File: src/fepc_cfg.svh
`ifndef FEPC_CFG_SVH
`define FEPC_CFG_SVH
// 4B/5B control codes
`define FEPC_SYM_IDLE 5'h1F
`define FEPC_SYM_J 5'h18
`define FEPC_SYM_K 5'h11
`define FEPC_SYM_T 5'h0D
`define FEPC_SYM_R 5'h07
`define FEPC_NIB_JK 4'h5
// Scrambler taps and seed
`define FEPC_LFSR_W 11
`define FEPC_TAP_A 10
`define FEPC_TAP_B 8
`define FEPC_LFSR_SEED 11'h7FF
// Bits per symbol and idle symbols needed for descrambler lock
`define FEPC_SYM_BITS 5
`define FEPC_LOCK_IDLES 4'h4
`endif

File: src/fepc_pkg.sv
package fepc_pkg;
   typedef enum logic [2:0] {FEPC_TX_IDLE, FEPC_TX_J, FEPC_TX_K, FEPC_TX_DATA,
      FEPC_TX_T, FEPC_TX_R} fepc_tx_state_t;
   typedef enum logic [2:0] {FEPC_RX_IDLE, FEPC_RX_J, FEPC_RX_DATA,
      FEPC_RX_END, FEPC_RX_BAD} fepc_rx_state_t;
   typedef enum logic [1:0] {FEPC_MLT_NEG, FEPC_MLT_Z1, FEPC_MLT_POS,
      FEPC_MLT_Z2} fepc_mlt_t;
endpackage : fepc_pkg

File: src/fepc_lut.sv
`include "fepc_cfg.svh"
module fepc_lut (
   // Clock and reset
   input wire logic clk,
   input wire logic rst,
   // Encode side
   input wire logic [3:0] enc_nib,
   output logic [4:0] enc_sym,
   // Decode side
   input wire logic [4:0] dec_sym,
   output logic [3:0] dec_nib,
   output logic dec_data
);
   logic [4:0] enc_rom [0:15];
   logic [4:0] dec_valid_rom [0:31];
   wire [4:0] enc_w;
   wire [4:0] dec_w;
   genvar i;
   // Code table held as constants; decode is the reverse search
   assign enc_rom[0] = 5'h1E;
   assign enc_rom[1] = 5'h09;
   assign enc_rom[2] = 5'h14;
   assign enc_rom[3] = 5'h15;
   assign enc_rom[4] = 5'h0A;
   assign enc_rom[5] = 5'h0B;
   assign enc_rom[6] = 5'h0E;
   assign enc_rom[7] = 5'h0F;
   assign enc_rom[8] = 5'h12;
   assign enc_rom[9] = 5'h13;
   assign enc_rom[10] = 5'h16;
   assign enc_rom[11] = 5'h17;
   assign enc_rom[12] = 5'h1A;
   assign enc_rom[13] = 5'h1B;
   assign enc_rom[14] = 5'h1C;
   assign enc_rom[15] = 5'h1D;
   assign enc_w = enc_rom[enc_nib];
   generate
      for (i = 0; i < 32; i++) begin : g_dec
         logic [4:0] hit;
         always_comb begin
            hit = 5'h00;
            for (int k = 0; k < 16; k++) begin
               if (enc_rom[k] == 5'(i)) begin
                  hit = {1'b1, 4'(k)};
               end
            end
         end
         assign dec_valid_rom[i] = hit;
      end
   endgenerate
   assign dec_w = dec_valid_rom[dec_sym];
   always_ff @(posedge clk) begin
      if (rst) begin
         enc_sym <= `FEPC_SYM_IDLE;
         dec_nib <= 4'h0;
         dec_data <= 1'b0;
      end else begin
         enc_sym <= enc_w;
         dec_nib <= dec_w[3:0];
         dec_data <= dec_w[4];
      end
   end
endmodule : fepc_lut

File: src/fepc_codec.sv
`include "fepc_cfg.svh"
////////////////////////////////////////////////////////////////////////////
// Overview of operation
// Three-bit transmit input is accepted and always forwarded toward the encoder.
// Each nibble maps to its fixed five-bit code from the standard table.
// Idle symbol 11111 is sent between packets.
// First preamble byte becomes J then K; later bytes use the table.
// Received J and K each come out as nibble 0101.
// After the last nibble, T then R are appended.
// Frame fields are not interpreted apart from delimiter substitution.
// Symbols scrambled with 11-bit cipher X[n]=X[n-11] xor X[n-9].
// Scrambled symbols are serialized one bit per line clock.
// MLT-3 holds its level on a zero bit.
// MLT-3 steps negative, zero, positive, zero on each one bit.
// Recovered line bits at 125 MHz feed the MLT-3 decoder.
// After MLT-3 decode the stream is descrambled back to symbols.
// Descrambler locks its 11-bit state while idle is received.
// Decoded nibbles go out to the MAC-side receive unit.
// A code with no meaning at the decoder raises receive error; the code ignores such codes in idle and after a J or end error until idle.
// Loss of link during frame reception raises error.
// Partial start delimiter after idle raises error.
// Idle inside a frame before T R raises error.
// MAC drives transmit bits synchronous to the interface clock.
// Every receive error is flagged to the MAC side for that frame.
// Transmit scrambler starts non-zero after reset.
module fepc_codec
   import fepc_pkg::*;
#(
   parameter int LOCK_IDLES = 4
) (
   // Clock and reset
   input wire logic clk,
   input wire logic rst,
   // MAC-side transmit
   input wire logic [2:0] mac_tx_bits,
   input wire logic tx_en,
   output logic [3:0] tx_nib,
   output logic tx_nib_valid,
   // Encoder nibble stream, one nibble per symbol slot
   input wire logic sym_stb,
   input wire logic [3:0] enc_nib_in,
   input wire logic enc_frame,
   // Line transmit
   output logic [1:0] mlt_out,
   output logic tx_bit,
   // Line receive
   input wire logic [1:0] mlt_in,
   input wire logic link_ok,
   // MAC-side receive
   output logic [3:0] rx_nib,
   output logic rx_nib_valid,
   output logic rx_dv,
   output logic rx_err,
   output logic rx_locked
);
   import fepc_pkg::*;

   ////////////////////////////////////////////////////////////////////////
   // Transmit input: bits forwarded unconditionally
   logic [2:0] txb_reg;
   logic txv_reg;
   assign tx_nib = {1'b0, txb_reg};
   assign tx_nib_valid = txv_reg;
   always_ff @(posedge clk) begin
      if (rst) begin
         txb_reg <= 3'h0;
         txv_reg <= 1'b0;
      end else begin
         txb_reg <= mac_tx_bits;
         txv_reg <= tx_en;
      end
   end

   ////////////////////////////////////////////////////////////////////////
   // Shared code table
   logic [4:0] enc_sym;
   logic [4:0] rx_sym;
   logic [3:0] dec_nib;
   logic dec_data;
   fepc_lut u_lut (
      .clk(clk),
      .rst(rst),
      .enc_nib(enc_nib_in),
      .enc_sym(enc_sym),
      .dec_sym(rx_sym),
      .dec_nib(dec_nib),
      .dec_data(dec_data)
   );

   ////////////////////////////////////////////////////////////////////////
   // Transmit framing; the table registers enc_nib_in on every clock and sym_stb is not used
   fepc_tx_state_t tx_state_reg, tx_state_next;
   logic [2:0] bit_cnt_reg;
   logic slot_end;
   logic [4:0] tx_sym;
   logic first_byte_reg;
   assign slot_end = (bit_cnt_reg == 3'(`FEPC_SYM_BITS - 1));
   always_comb begin
      tx_state_next = tx_state_reg;
      case (tx_state_reg)
         // J and T leave in the slot that first sees enc_frame change, so
         // that no offered nibble slot is swallowed by the delimiters
         FEPC_TX_IDLE: if (enc_frame) tx_state_next = FEPC_TX_K;
         FEPC_TX_J: tx_state_next = FEPC_TX_K;
         FEPC_TX_K: tx_state_next = FEPC_TX_DATA;
         FEPC_TX_DATA: if (!enc_frame) tx_state_next = FEPC_TX_R;
         FEPC_TX_T: tx_state_next = FEPC_TX_R;
         FEPC_TX_R: tx_state_next = FEPC_TX_IDLE;
         default: tx_state_next = FEPC_TX_IDLE;
      endcase
   end
   // Delimiters override the table; fields are otherwise blind
   always_comb begin
      case (tx_state_reg)
         FEPC_TX_J: tx_sym = `FEPC_SYM_J;
         FEPC_TX_K: tx_sym = `FEPC_SYM_K;
         FEPC_TX_DATA: tx_sym = enc_frame ? enc_sym : `FEPC_SYM_T;
         FEPC_TX_T: tx_sym = `FEPC_SYM_T;
         FEPC_TX_R: tx_sym = `FEPC_SYM_R;
         FEPC_TX_IDLE: tx_sym = enc_frame ? `FEPC_SYM_J : `FEPC_SYM_IDLE;
         default: tx_sym = `FEPC_SYM_IDLE;
      endcase
   end

   ////////////////////////////////////////////////////////////////////////
   // Scrambler and serializer, one line bit per clock
   logic [10:0] tx_lfsr_reg;
   logic [4:0] sh_reg;
   logic tx_key;
   logic [1:0] mlt_reg;
   assign tx_key = tx_lfsr_reg[`FEPC_TAP_A] ^ tx_lfsr_reg[`FEPC_TAP_B];
   assign tx_bit = sh_reg[4] ^ tx_key;
   assign mlt_out = mlt_reg;
   always_ff @(posedge clk) begin
      if (rst) begin
         tx_state_reg <= FEPC_TX_IDLE;
         bit_cnt_reg <= 3'h0;
         sh_reg <= `FEPC_SYM_IDLE;
         first_byte_reg <= 1'b0;
         tx_lfsr_reg <= `FEPC_LFSR_SEED;
         mlt_reg <= FEPC_MLT_Z1;
      end else begin
         tx_lfsr_reg <= {tx_lfsr_reg[9:0], tx_key};
         if (slot_end) begin
            bit_cnt_reg <= 3'h0;
            tx_state_reg <= tx_state_next;
            sh_reg <= tx_sym;
            first_byte_reg <= (tx_state_reg == FEPC_TX_J);
         end else begin
            bit_cnt_reg <= bit_cnt_reg + 3'h1;
            sh_reg <= {sh_reg[3:0], 1'b0};
         end
         if (tx_bit) begin
            mlt_reg <= mlt_reg + 2'h1;
         end // holds on zero
      end
   end

   ////////////////////////////////////////////////////////////////////////
   // MLT-3 decode: a level change is a one
   logic [1:0] mlt_prev_reg;
   logic nrz_bit;
   logic [10:0] rx_lfsr_reg;
   logic rx_key;
   logic plain_bit;
   logic [4:0] rx_sh_reg;
   logic [2:0] rx_cnt_reg;
   logic [3:0] idle_run_reg;
   logic sym_done;
   assign nrz_bit = (mlt_in != mlt_prev_reg);
   assign rx_key = rx_lfsr_reg[`FEPC_TAP_A] ^ rx_lfsr_reg[`FEPC_TAP_B];
   // Idle plaintext is all ones, so line bit inverted is the key stream
   assign plain_bit = rx_locked ? (nrz_bit ^ rx_key) : 1'b1;
   assign sym_done = (rx_cnt_reg == 3'(`FEPC_SYM_BITS - 1));
   assign rx_sym = {rx_sh_reg[3:0], plain_bit};
   always_ff @(posedge clk) begin
      if (rst) begin
         mlt_prev_reg <= FEPC_MLT_Z1;
         rx_lfsr_reg <= 11'h000;
         rx_sh_reg <= 5'h00;
         rx_cnt_reg <= 3'h0;
         idle_run_reg <= 4'h0;
         rx_locked <= 1'b0;
      end else begin
         mlt_prev_reg <= mlt_in;
         if (rx_locked) begin
            rx_lfsr_reg <= {rx_lfsr_reg[9:0], rx_key};
         end else begin
            rx_lfsr_reg <= {rx_lfsr_reg[9:0], ~nrz_bit};
         end
         rx_sh_reg <= rx_sym;
         rx_cnt_reg <= sym_done ? 3'h0 : rx_cnt_reg + 3'h1;
         if (!link_ok) begin
            rx_locked <= 1'b0;
            idle_run_reg <= 4'h0;
         end else if (!rx_locked && sym_done) begin
            // Lock after LOCK_IDLES+1 symbol ends with link up; received keys are never compared
            if (idle_run_reg >= 4'(LOCK_IDLES)) begin
               rx_locked <= 1'b1;
            end
            idle_run_reg <= idle_run_reg + 4'h1;
         end
      end
   end

   ////////////////////////////////////////////////////////////////////////
   // Receive framing and error detection
   fepc_rx_state_t rx_state_reg, rx_state_next;
   logic [4:0] sym_q_reg;
   logic sym_v_reg;
   logic err_next;
   logic nib_v_next;
   logic [3:0] nib_next;
   logic sym_idle, sym_j, sym_k, sym_t, sym_r;
   assign sym_idle = (sym_q_reg == `FEPC_SYM_IDLE);
   assign sym_j = (sym_q_reg == `FEPC_SYM_J);
   assign sym_k = (sym_q_reg == `FEPC_SYM_K);
   assign sym_t = (sym_q_reg == `FEPC_SYM_T);
   assign sym_r = (sym_q_reg == `FEPC_SYM_R);
   always_comb begin
      rx_state_next = rx_state_reg;
      err_next = 1'b0;
      nib_v_next = 1'b0;
      nib_next = dec_nib;
      case (rx_state_reg)
         FEPC_RX_IDLE: if (sym_j) begin
            rx_state_next = FEPC_RX_J;
            nib_v_next = 1'b1;
            nib_next = `FEPC_NIB_JK;
         end else if (sym_k) begin
            err_next = 1'b1;
         end
         FEPC_RX_J: if (sym_k) begin
            rx_state_next = FEPC_RX_DATA;
            nib_v_next = 1'b1;
            nib_next = `FEPC_NIB_JK;
         end else begin
            rx_state_next = sym_idle ? FEPC_RX_IDLE : FEPC_RX_BAD;
            err_next = 1'b1;
         end
         FEPC_RX_DATA: if (sym_t) begin
            rx_state_next = FEPC_RX_END;
         end else if (sym_idle) begin
            rx_state_next = FEPC_RX_IDLE;
            err_next = 1'b1;
         end else if (dec_data) begin
            nib_v_next = 1'b1;
         end else begin
            err_next = 1'b1;
         end
         FEPC_RX_END: begin
            rx_state_next = sym_r ? FEPC_RX_IDLE : FEPC_RX_BAD;
            err_next = !sym_r;
         end
         FEPC_RX_BAD: if (sym_idle) rx_state_next = FEPC_RX_IDLE;
         default: rx_state_next = FEPC_RX_IDLE;
      endcase
      if (!link_ok && rx_state_reg != FEPC_RX_IDLE) begin
         rx_state_next = FEPC_RX_IDLE;
         nib_v_next = 1'b0;
         err_next = 1'b1;
      end
   end
   always_ff @(posedge clk) begin
      if (rst) begin
         sym_q_reg <= `FEPC_SYM_IDLE;
         sym_v_reg <= 1'b0;
         rx_state_reg <= FEPC_RX_IDLE;
         rx_nib <= 4'h0;
         rx_nib_valid <= 1'b0;
         rx_dv <= 1'b0;
         rx_err <= 1'b0;
      end else begin
         sym_v_reg <= sym_done && rx_locked;
         if (sym_done) begin
            sym_q_reg <= rx_sym;
         end
         rx_nib_valid <= 1'b0;
         rx_err <= 1'b0;
         if (sym_v_reg || (!link_ok && rx_state_reg != FEPC_RX_IDLE)) begin
            rx_state_reg <= rx_state_next;
            rx_nib <= nib_next;
            rx_nib_valid <= nib_v_next;
            rx_err <= err_next;
            rx_dv <= (rx_state_next != FEPC_RX_IDLE);
         end
      end
   end
endmodule : fepc_codec

File: config.mk
export PLATFORM = sky130hd
export DESIGN_NAME = fepc_codec
export DESIGN_NICKNAME = d
export VERILOG_FILES = /design/src/fepc_pkg.sv /design/src/fepc_lut.sv /design/src/fepc_codec.sv
export VERILOG_INCLUDE_DIRS = /design/src
export SDC_FILE = /design/constraint.sdc
export NUM_CORES = 1
export LEC_CHECK = 0
export BUFFER_PORTS_ARGS = -buffer_cell sky130_fd_sc_hd__buf_4
export CORE_AREA = 2 2 107 57
export DETAILED_ROUTE_END_ITERATION = 8
export DIE_AREA = 0 0 109 59
export PLACE_DENSITY_LB_ADDON = 0.05
export SLEW_MARGIN = 10
export SYNTH_ARGS = -nofsm -noshare
export SYNTH_HDL_FRONTEND = slang
export SYNTH_SLANG_ARGS = --single-unit
export TNS_END_PERCENT = 50
File: constraint.sdc
create_clock -name clk -period 3.2 [get_ports clk]
set_clock_uncertainty 0.15 [all_clocks]
set_input_delay 0.32 -clock clk [delete_from_list [all_inputs] [get_ports clk]]
set_output_delay 0.32 -clock clk [all_outputs]
set_load 0.02 [all_outputs]
== Yosys cells after proc, flatten, opt, wreduce, memory -nomap -nowiden ==
Memory sizes are Yosys's and may differ from the RTL's. A register that Yosys moved wholly into a read port is not among the register bits.
Cells that the tools add are included.
Storage, ports and cells
  register bits after elaboration: 69
  bits in read-only memories: 240
  input port bits: 15
  output and inout bits: 16
  logic and storage cells: 106
  memories: 2
Memory list
  (name not given): depth 32, bits a word 5, read ports 1, clocked after Yosys merged registers in 1, wr ports 0, line fepc_lut.sv:51  | assign dec_w = dec_valid_rom[dec_sym];
  (name not given): depth 16, bits a word 5, read ports 1, clocked after Yosys merged registers in 1, wr ports 0, line fepc_lut.sv:36  | assign enc_w = enc_rom[enc_nib];
Operators by class
  add/sub/neg operators: 4
  $lt $le $gt $ge: 1
  equality and inequality tests: 19
  mux-type cells: 33
  bitwise operators: 9
  reductions and logical operators: 18
Operators with widths (count)
  $mux 3: 10
  $pmux 3 s5: 2
  $pmux 5 s6: 1
  $eq 3x3->1 const B: 5
  $eq 5x5->1 const B: 3
  $mux 1: 13
  $eq 3x2->1 const B: 4
  $mux 5: 2
  $mux 4: 2
  $pmux 4 s2: 1
  $reduce_or 2->1: 4
  $add 3x1->3 const B: 2
  $eq 3x1->1 const B: 2
  $logic_not 3->1: 2
  $not 5->6: 1
  $reduce_bool 3->1: 2
  $eq 5x3->1 const B: 1
  $eq 5x4->1 const B: 1
  $not 4->5: 1
  $add 4x1->4 const B: 1
  $ge 4x3->1 const B: 1
  $ne 2x2->1 const B: 2
  $pmux 1 s4: 1
  $xor 1x1->1: 4
  other kinds (10): 16

== Logic depth before layout (Yosys ltp) ==
Gate-level depths: netlist of the first run.
  depth in word-level cells: 6
  depth in mapped cells: 7

== By module ==
From an unflattened synthesis of the first run, not the netlist that was laid out.
Unflattened totals
  cells, all modules: 336
  area total of the unflattened synthesis: 3231.8 um^2
By module, submodules not included
  fepc_codec: instances 1, cells an instance 285, area each 2738.9 um^2
  fepc_lut: instances 1, cells an instance 51, area each 493.0 um^2

== Worst setup path before layout of the first run ==
No wires, ideal clock.
  kind: register to register
  from: register rx_state_reg[0]
  to: register rx_nib[1]
  library setup time: 128 ps
  data arrival time: 1455 ps
  data required time: 2922 ps
  path slack: 1467 ps
  cell stages (with the launch flop): 7
  path buffers: 1
  period minus slack after synthesis: 1733 ps
  cell sequence: dfxtp_1 -> buf_6 -> or3b_4 -> a2111oi_4 -> nor2_1 -> a22oi_1 -> nor2_1
Between the ends
  word-level cells in the longest chain between the ends: 3
  elaborated cells on any way between the ends: 6
  those cells by class: eq/ne: 1; mux: 1; reduce/logical: 4
Ends and longest elaborated chain
  start: declaration: line fepc_codec.sv:208  | fepc_rx_state_t rx_state_reg, rx_state_next;
  start signal: assignment: line fepc_codec.sv:281  | rx_state_reg <= rx_state_next;
  parallel branches: the longest is 3 deep, another holds $pmux 4 s2
  end signal: assignment: line fepc_codec.sv:282  | rx_nib <= nib_next;
  end: declaration: line fepc_codec.sv:50  | output logic [3:0] rx_nib,
Parallel ways; which one is timed is not known.
A chain may end at the register's enable or synchronous reset.

== Final worst setup path of the first run ==
  from: register rx_state_reg[0]
  to: register rx_nib[3]
Same word-level chain as after synthesis.

==> qor.txt, run 1 <==
worst endpoint required time = 3270 ps
nets@finish = 386
WL per Instance = 12.8 µm
cell area after synthesis = 3210 µm²
YS warnings = 0
Worst R2R Start = rx_state_reg[0]
Vias = 2401
post-synthesis cell count = 341
CTS max path bufs = 2
Clock Pin Slew Worst Setup and Hold Paths = 80 ps
Hold-fix buffers, CTS = 1
port bufs = 28
CP endpoint kind = flop
Vert. Die Dim = 59 µm
Synth Flop Type = dfxtp_1
CTS tree = yes
Tot GR Track Use = 19.9%
f_max = 518 MHz
crit path launch = rx_state_reg[0]
EDFF count, synth = 0
Critical Path End = rx_nib[3]
total negative slack = 0 ps
Hold Path Class = input pin to flop
number of detailed-route iterations in the first pass = 4
n_diodes = 0
Routed WL = 5630 µm
minimum clock period = 1930 ps
Final Cycle Share = 60.3%
Core Util, Final = 67.4%
Hold Crit Start = enc_nib_in[0]
ys async rst share = 0%
GRT overflow = 0
Setup CP Type = flop to flop
Reg2Reg Depth = 5
Critical Path AT = 2000 ps
hpwl dp = 3750 µm
max-slew violation count = 0
vias in the first global route = 2220
flop2flop setup slack = 1270 ps
Final setup violation count = 0
Final ANT Viol Nets = 0
CP max FO = 10
number of synthesized register bits = 79
outcome = finished clean
area growth from synthesis to layout = 13.4%
final hold vios = 0
H-Tree Depth = 3
Clock Tree Root = clkbuf_8
Syn Nets = 364
vias per cell = 5.44
largest net degree at the start of global routing = 75
power per standard cell area = 529 nW/µm²
Netlist cell types = 53
IO Count = 31
Starting Density = 59.4%
setup bufs post-CTS = 0
first-pass GRT wire length = 9670 µm
Site Rows = 19
antenna violations before repair = 0
Rel. slew slack = 54.5%
Startpoint Class = flop
floorplan die width = 109 µm
Avg Inst Size Synth = 9.41 µm²
# DRC = 0
register area share after synthesis = 49.3%
clock sink count = 79
Worst-Skew Late Latency = 350 ps
max_cap viols = 0
CTS resizes = 0
RSZ-0062 raised after global routing = no
share of cells above drive strength 1 = 18.8%
GP Congestion = 0.858
Reg-to-Reg End = rx_nib[3]
total core area = 5400 µm²
CTS Buf Count = 9
worst slew pin tran = 683 ps
initial DRC count = 81
Die ar. = 6430 µm²
peak supply drop = 0.502 mV
Pleak = 0.00144 µW
-- cell type report --
| class | count | area (µm²) |
|---|---|---|
| Fill cell | 416 | 1760 |
| Sequential cell | 79 | 1580 |
| Multi-Input combinational cell | 225 | 1470 |
| Timing Repair Buffer | 30 | 228 |
| Clock buffer | 10 | 138 |
| Tap cell | 73 | 91.3 |
| Clock inverter | 6 | 67.6 |
| Inverter | 18 | 67.6 |
-- logic make-up after synthesis --
family                     count (synthesis)  synth area share [%]
AOI/OAI and AO/OA                         70                  16.0
xor gates and xnor gates                  10                  2.73
adders and majority gates                  9                  3.43
buffers and inverters                     37                  5.03
DFF                                       79                  49.3
muxes                                      3                 0.975
other                                      1                 0.117
and+or+nand+nor                          132                  22.4
-- cells in the mapped netlist (6+ instances only) --
library cell / instances / area [µm²]
ha_1: 8 / 100
nand2_1: 14 / 52.6
a211o_1: 8 / 70.1
nor2b_1: 19 / 119
nand2b_1: 7 / 43.8
dfxtp_1: 79 / 1580
or2_2: 13 / 81.3
o21ai_0: 11 / 55.1
nor3_1: 11 / 55.1
a21oi_1: 16 / 80.1
clkbuf_1: 15 / 56.3
inv_1: 17 / 63.8
a211oi_1: 6 / 45.0
nor2_1: 40 / 150
-- critical path: stages, from the launching register on --
cell and delay [ps]:
dfxtp_1 430, or3b_4 430, a2111oi_4 450, nor2_1 110, a22oi_1 160, nor2_1 50
-- layer usage --
layer / global-route usage [%] / up-vias / share of wire, %
li1: - / 1221 / -
met1: 22.8 / 1111 / 47
met2: 32.9 / 61 / 46
met3: 8.02 / 8 / 5.8
met4: 9.89 / 0 / 1.3
met5: 0 / - / 0
-- power by group --
| part | leakage (µW) | switching, µW | internal (µW) |
|---|---|---|---|
| Sequential | 0.000645 | 23.0 | 1020 |
| Combinational | 0.000693 | 73.1 | 62.6 |
| Clock | 0.0000993 | 367 | 385 |
-- worst min path at each step --
stage | end | cells after the start
after floorplan | tx_lfsr_reg[10] | 1
after global placement | tx_lfsr_reg[5] | 1
after detailed placement | tx_lfsr_reg[10] | 1
after CTS | u_lut.enc_sym[0] | 2
after global routing | txb_reg[0] | 2
final | u_lut.enc_sym[0] | 2
-- through the flow --
| stage | setup WS [ps] | instance area [µm²] | power, µW | hold WS, ps | cells |
|---|---|---|---|---|---|
| after floorplan | 1470 | 3210 | 1150 | 239 | 341 |
| after global placement | 1320 | 3420 | 1190 | 245 | 424 |
| after detailed placement | 1300 | 3420 | 1200 | 244 | 424 |
| after CTS | 1260 | 3640 | 1950 | 5.55 | 441 |
| after global routing | 1120 | 3640 | 2020 | 14.4 | 441 |
| final | 1270 | 3640 | 1930 | 26.9 | 441 |
-- cells in the final DEF (no fill, tap or decap), types with 7 or more instances in the layout --
cell type	count
nor2b_1	19
a211o_1	8
o21ai_0	11
a21oi_1	16
nor3_1	11
nor2_1	40
buf_4	29
clkbuf_8	10
dfxtp_1	79
ha_1	8
nand2b_1	7
or2_2	13
inv_1	17
nand2_1	14
Note: power is estimated with default switching activity, not from simulation.
==> run 2, diff against run 1 <==
- CORE_AREA: 2 2 107 57 -> 2 2 109 58
- DIE_AREA: 0 0 109 59 -> 0 0 111 60
- clock period: 3.2 -> 1.8 ns (I/O delays scaled with it)
==> run 2 against run 1 <==
Against the previous run:
- global-route usage is 0.20 points higher
- count of clock-buffer cells in the layout is 5 higher
- power is 97% higher
- wire length is 14% higher
- via count is 2.1% higher
- utilization is 1.9 points higher
- sequential power is 77% higher
- clock power is 120% higher
- first-iteration DRC count is 110% higher
- register-to-register slack worse by 1300 ps
- worst hold slack better by 31 ps
- final area is 10% higher
- critical path type unchanged
- largest power group unchanged
==> qor.txt, run 2 (synthesis gave the netlist of run 1 again) <==
endpoint of the worst hold-timing path = rx_err
outcome = finished clean
Hold Crit Start = link_ok
Worst-Skew Late Latency = 320 ps
H-Tree Depth = 3
WL per Instance = 13.6 µm
total core area = 5780 µm²
Hold Path Class = input pin to flop
IO Count = 31
initial DRC count = 168
commonest non-fill, non-tap cell in the layout = dfxtp_1
vias in the first global route = 2086
Worst R2R Start = sym_q_reg[3]
Die ar. = 6660 µm²
Critical Path AT = 1860 ps
first-pass GRT wire length = 10300 µm
Clock Pin Slew Worst Setup and Hold Paths = 60 ps
CP max FO = 5
Post-DP Area = 3560 µm²
largest net degree at the start of global routing = 25
Starting Density = 55.5%
post-route cell area = 4010 µm²
GRT overflow = 0
peak supply drop = 0.776 mV
Final Cycle Share = 99.4%
Pleak = 0.00161 µW
Clock Tree Root = clkbuf_16
clock sink count = 79
Vert. Die Dim = 60 µm
n_diodes = 0
CTS max path bufs = 2
hpwl dp = 4330 µm
most frequent cells in the layout = dfxtp_1, buf_4, nor2_1
Final ANT Viol Nets = 0
Routed WL = 6430 µm
Reg-to-Reg End = rx_nib_valid
CTS tree = yes
CP endpoint kind = flop
CTS Buf Count = 9
worst endpoint required time = 1870 ps
vias per cell = 5.18
max-slew violation count = 0
number of detailed-route iterations in the first pass = 4
final hold vios = 0
GP Congestion = 0.898
f_max = 559 MHz
Startpoint Class = flop
# DRC = 0
flop2flop setup slack = 10 ps
antenna violations before repair = 0
share of cells above drive strength 1 = 23.7%
total negative slack = 0 ps
Site Rows = 20
Reg2Reg Depth = 4
minimum clock period = 1790 ps
Hold Path Depth = 3
nets@finish = 415
Setup CP Type = flop to flop
area growth from synthesis to layout = 24.8%
floorplan die width = 111 µm
Tot GR Track Use = 20.1%
Final setup violation count = 0
Vias = 2452
port bufs = 28
RSZ-0062 raised after global routing = yes
max_cap viols = 0
power per standard cell area = 949 nW/µm²
## run 2: worst max-delay path, cell delays in order, from the launching register on
cell and delay (ps):
dfxtp_4 370, or3b_4 390, a2111oi_4 390, a31oi_1 110, nor4_1 270
## run 2: metrics by stage
stage	hold WS, ps	power [µW]	instances	util, %	setup WS [ps]
5_1_grt	70.2	3950	473	69.3	-72.6
4_1_cts	42.0	3840	472	68.6	2.53
2_1_floorplan	130	2040	341	-	67.2
3_5_place_dp	242	2140	445	61.5	-54.3
3_3_place_gp	234	2140	445	61.5	-31.8
6_report	57.7	3800	473	69.3	10.5
## run 2: per-layer routing
layer	track usage, %	wire, µm	up-vias
met2	25.5	2490	57
met4	6.43	57	0
met1	31.2	3500	1113
li1	-	-	1275
met5	0	0	-
met3	6.49	381	7
## run 2: timing repair
action / 4_1_cts / 5_1_grt
setup endpoints to repair: 6 / 11
pin swaps: 1 / 4
gates resized for setup: 3 / 10
hold buffers: 12 / 0
endpoints found under the hold margin: 10 / 0
setup buffers: 0 / 1
## run 2: power breakdown
group | total [µW] | internal, µW | switching (µW)
combinational | 288 | 140 | 148
clock | 1670 | 1040 | 627
sequential | 1840 | 1810 | 37.6
## run 2: area by class of cell
type	count	area (µm²)
Fill cell	452	1780
Clock buffer	15	278
Tap cell	77	96.3
Timing Repair Buffer	59	473
Multi-Input combinational cell	225	1500
Sequential cell	79	1590
Inverter	18	67.6
## run 2: how the worst max path moves through the flow
| stage | start | end | depth (start not counted) |
|---|---|---|---|
| final | sym_q_reg[3] | rx_nib_valid | 4 |
| after global routing | sym_q_reg[3] | rx_nib_valid | 4 |
| after CTS | sym_q_reg[2] | rx_nib[3] | 5 |
| after detailed placement | sym_q_reg[3] | rx_nib[3] | 5 |
| after global placement | sym_q_reg[3] | rx_nib[1] | 5 |
| after floorplan | rx_state_reg[0] | rx_nib[1] | 6 |
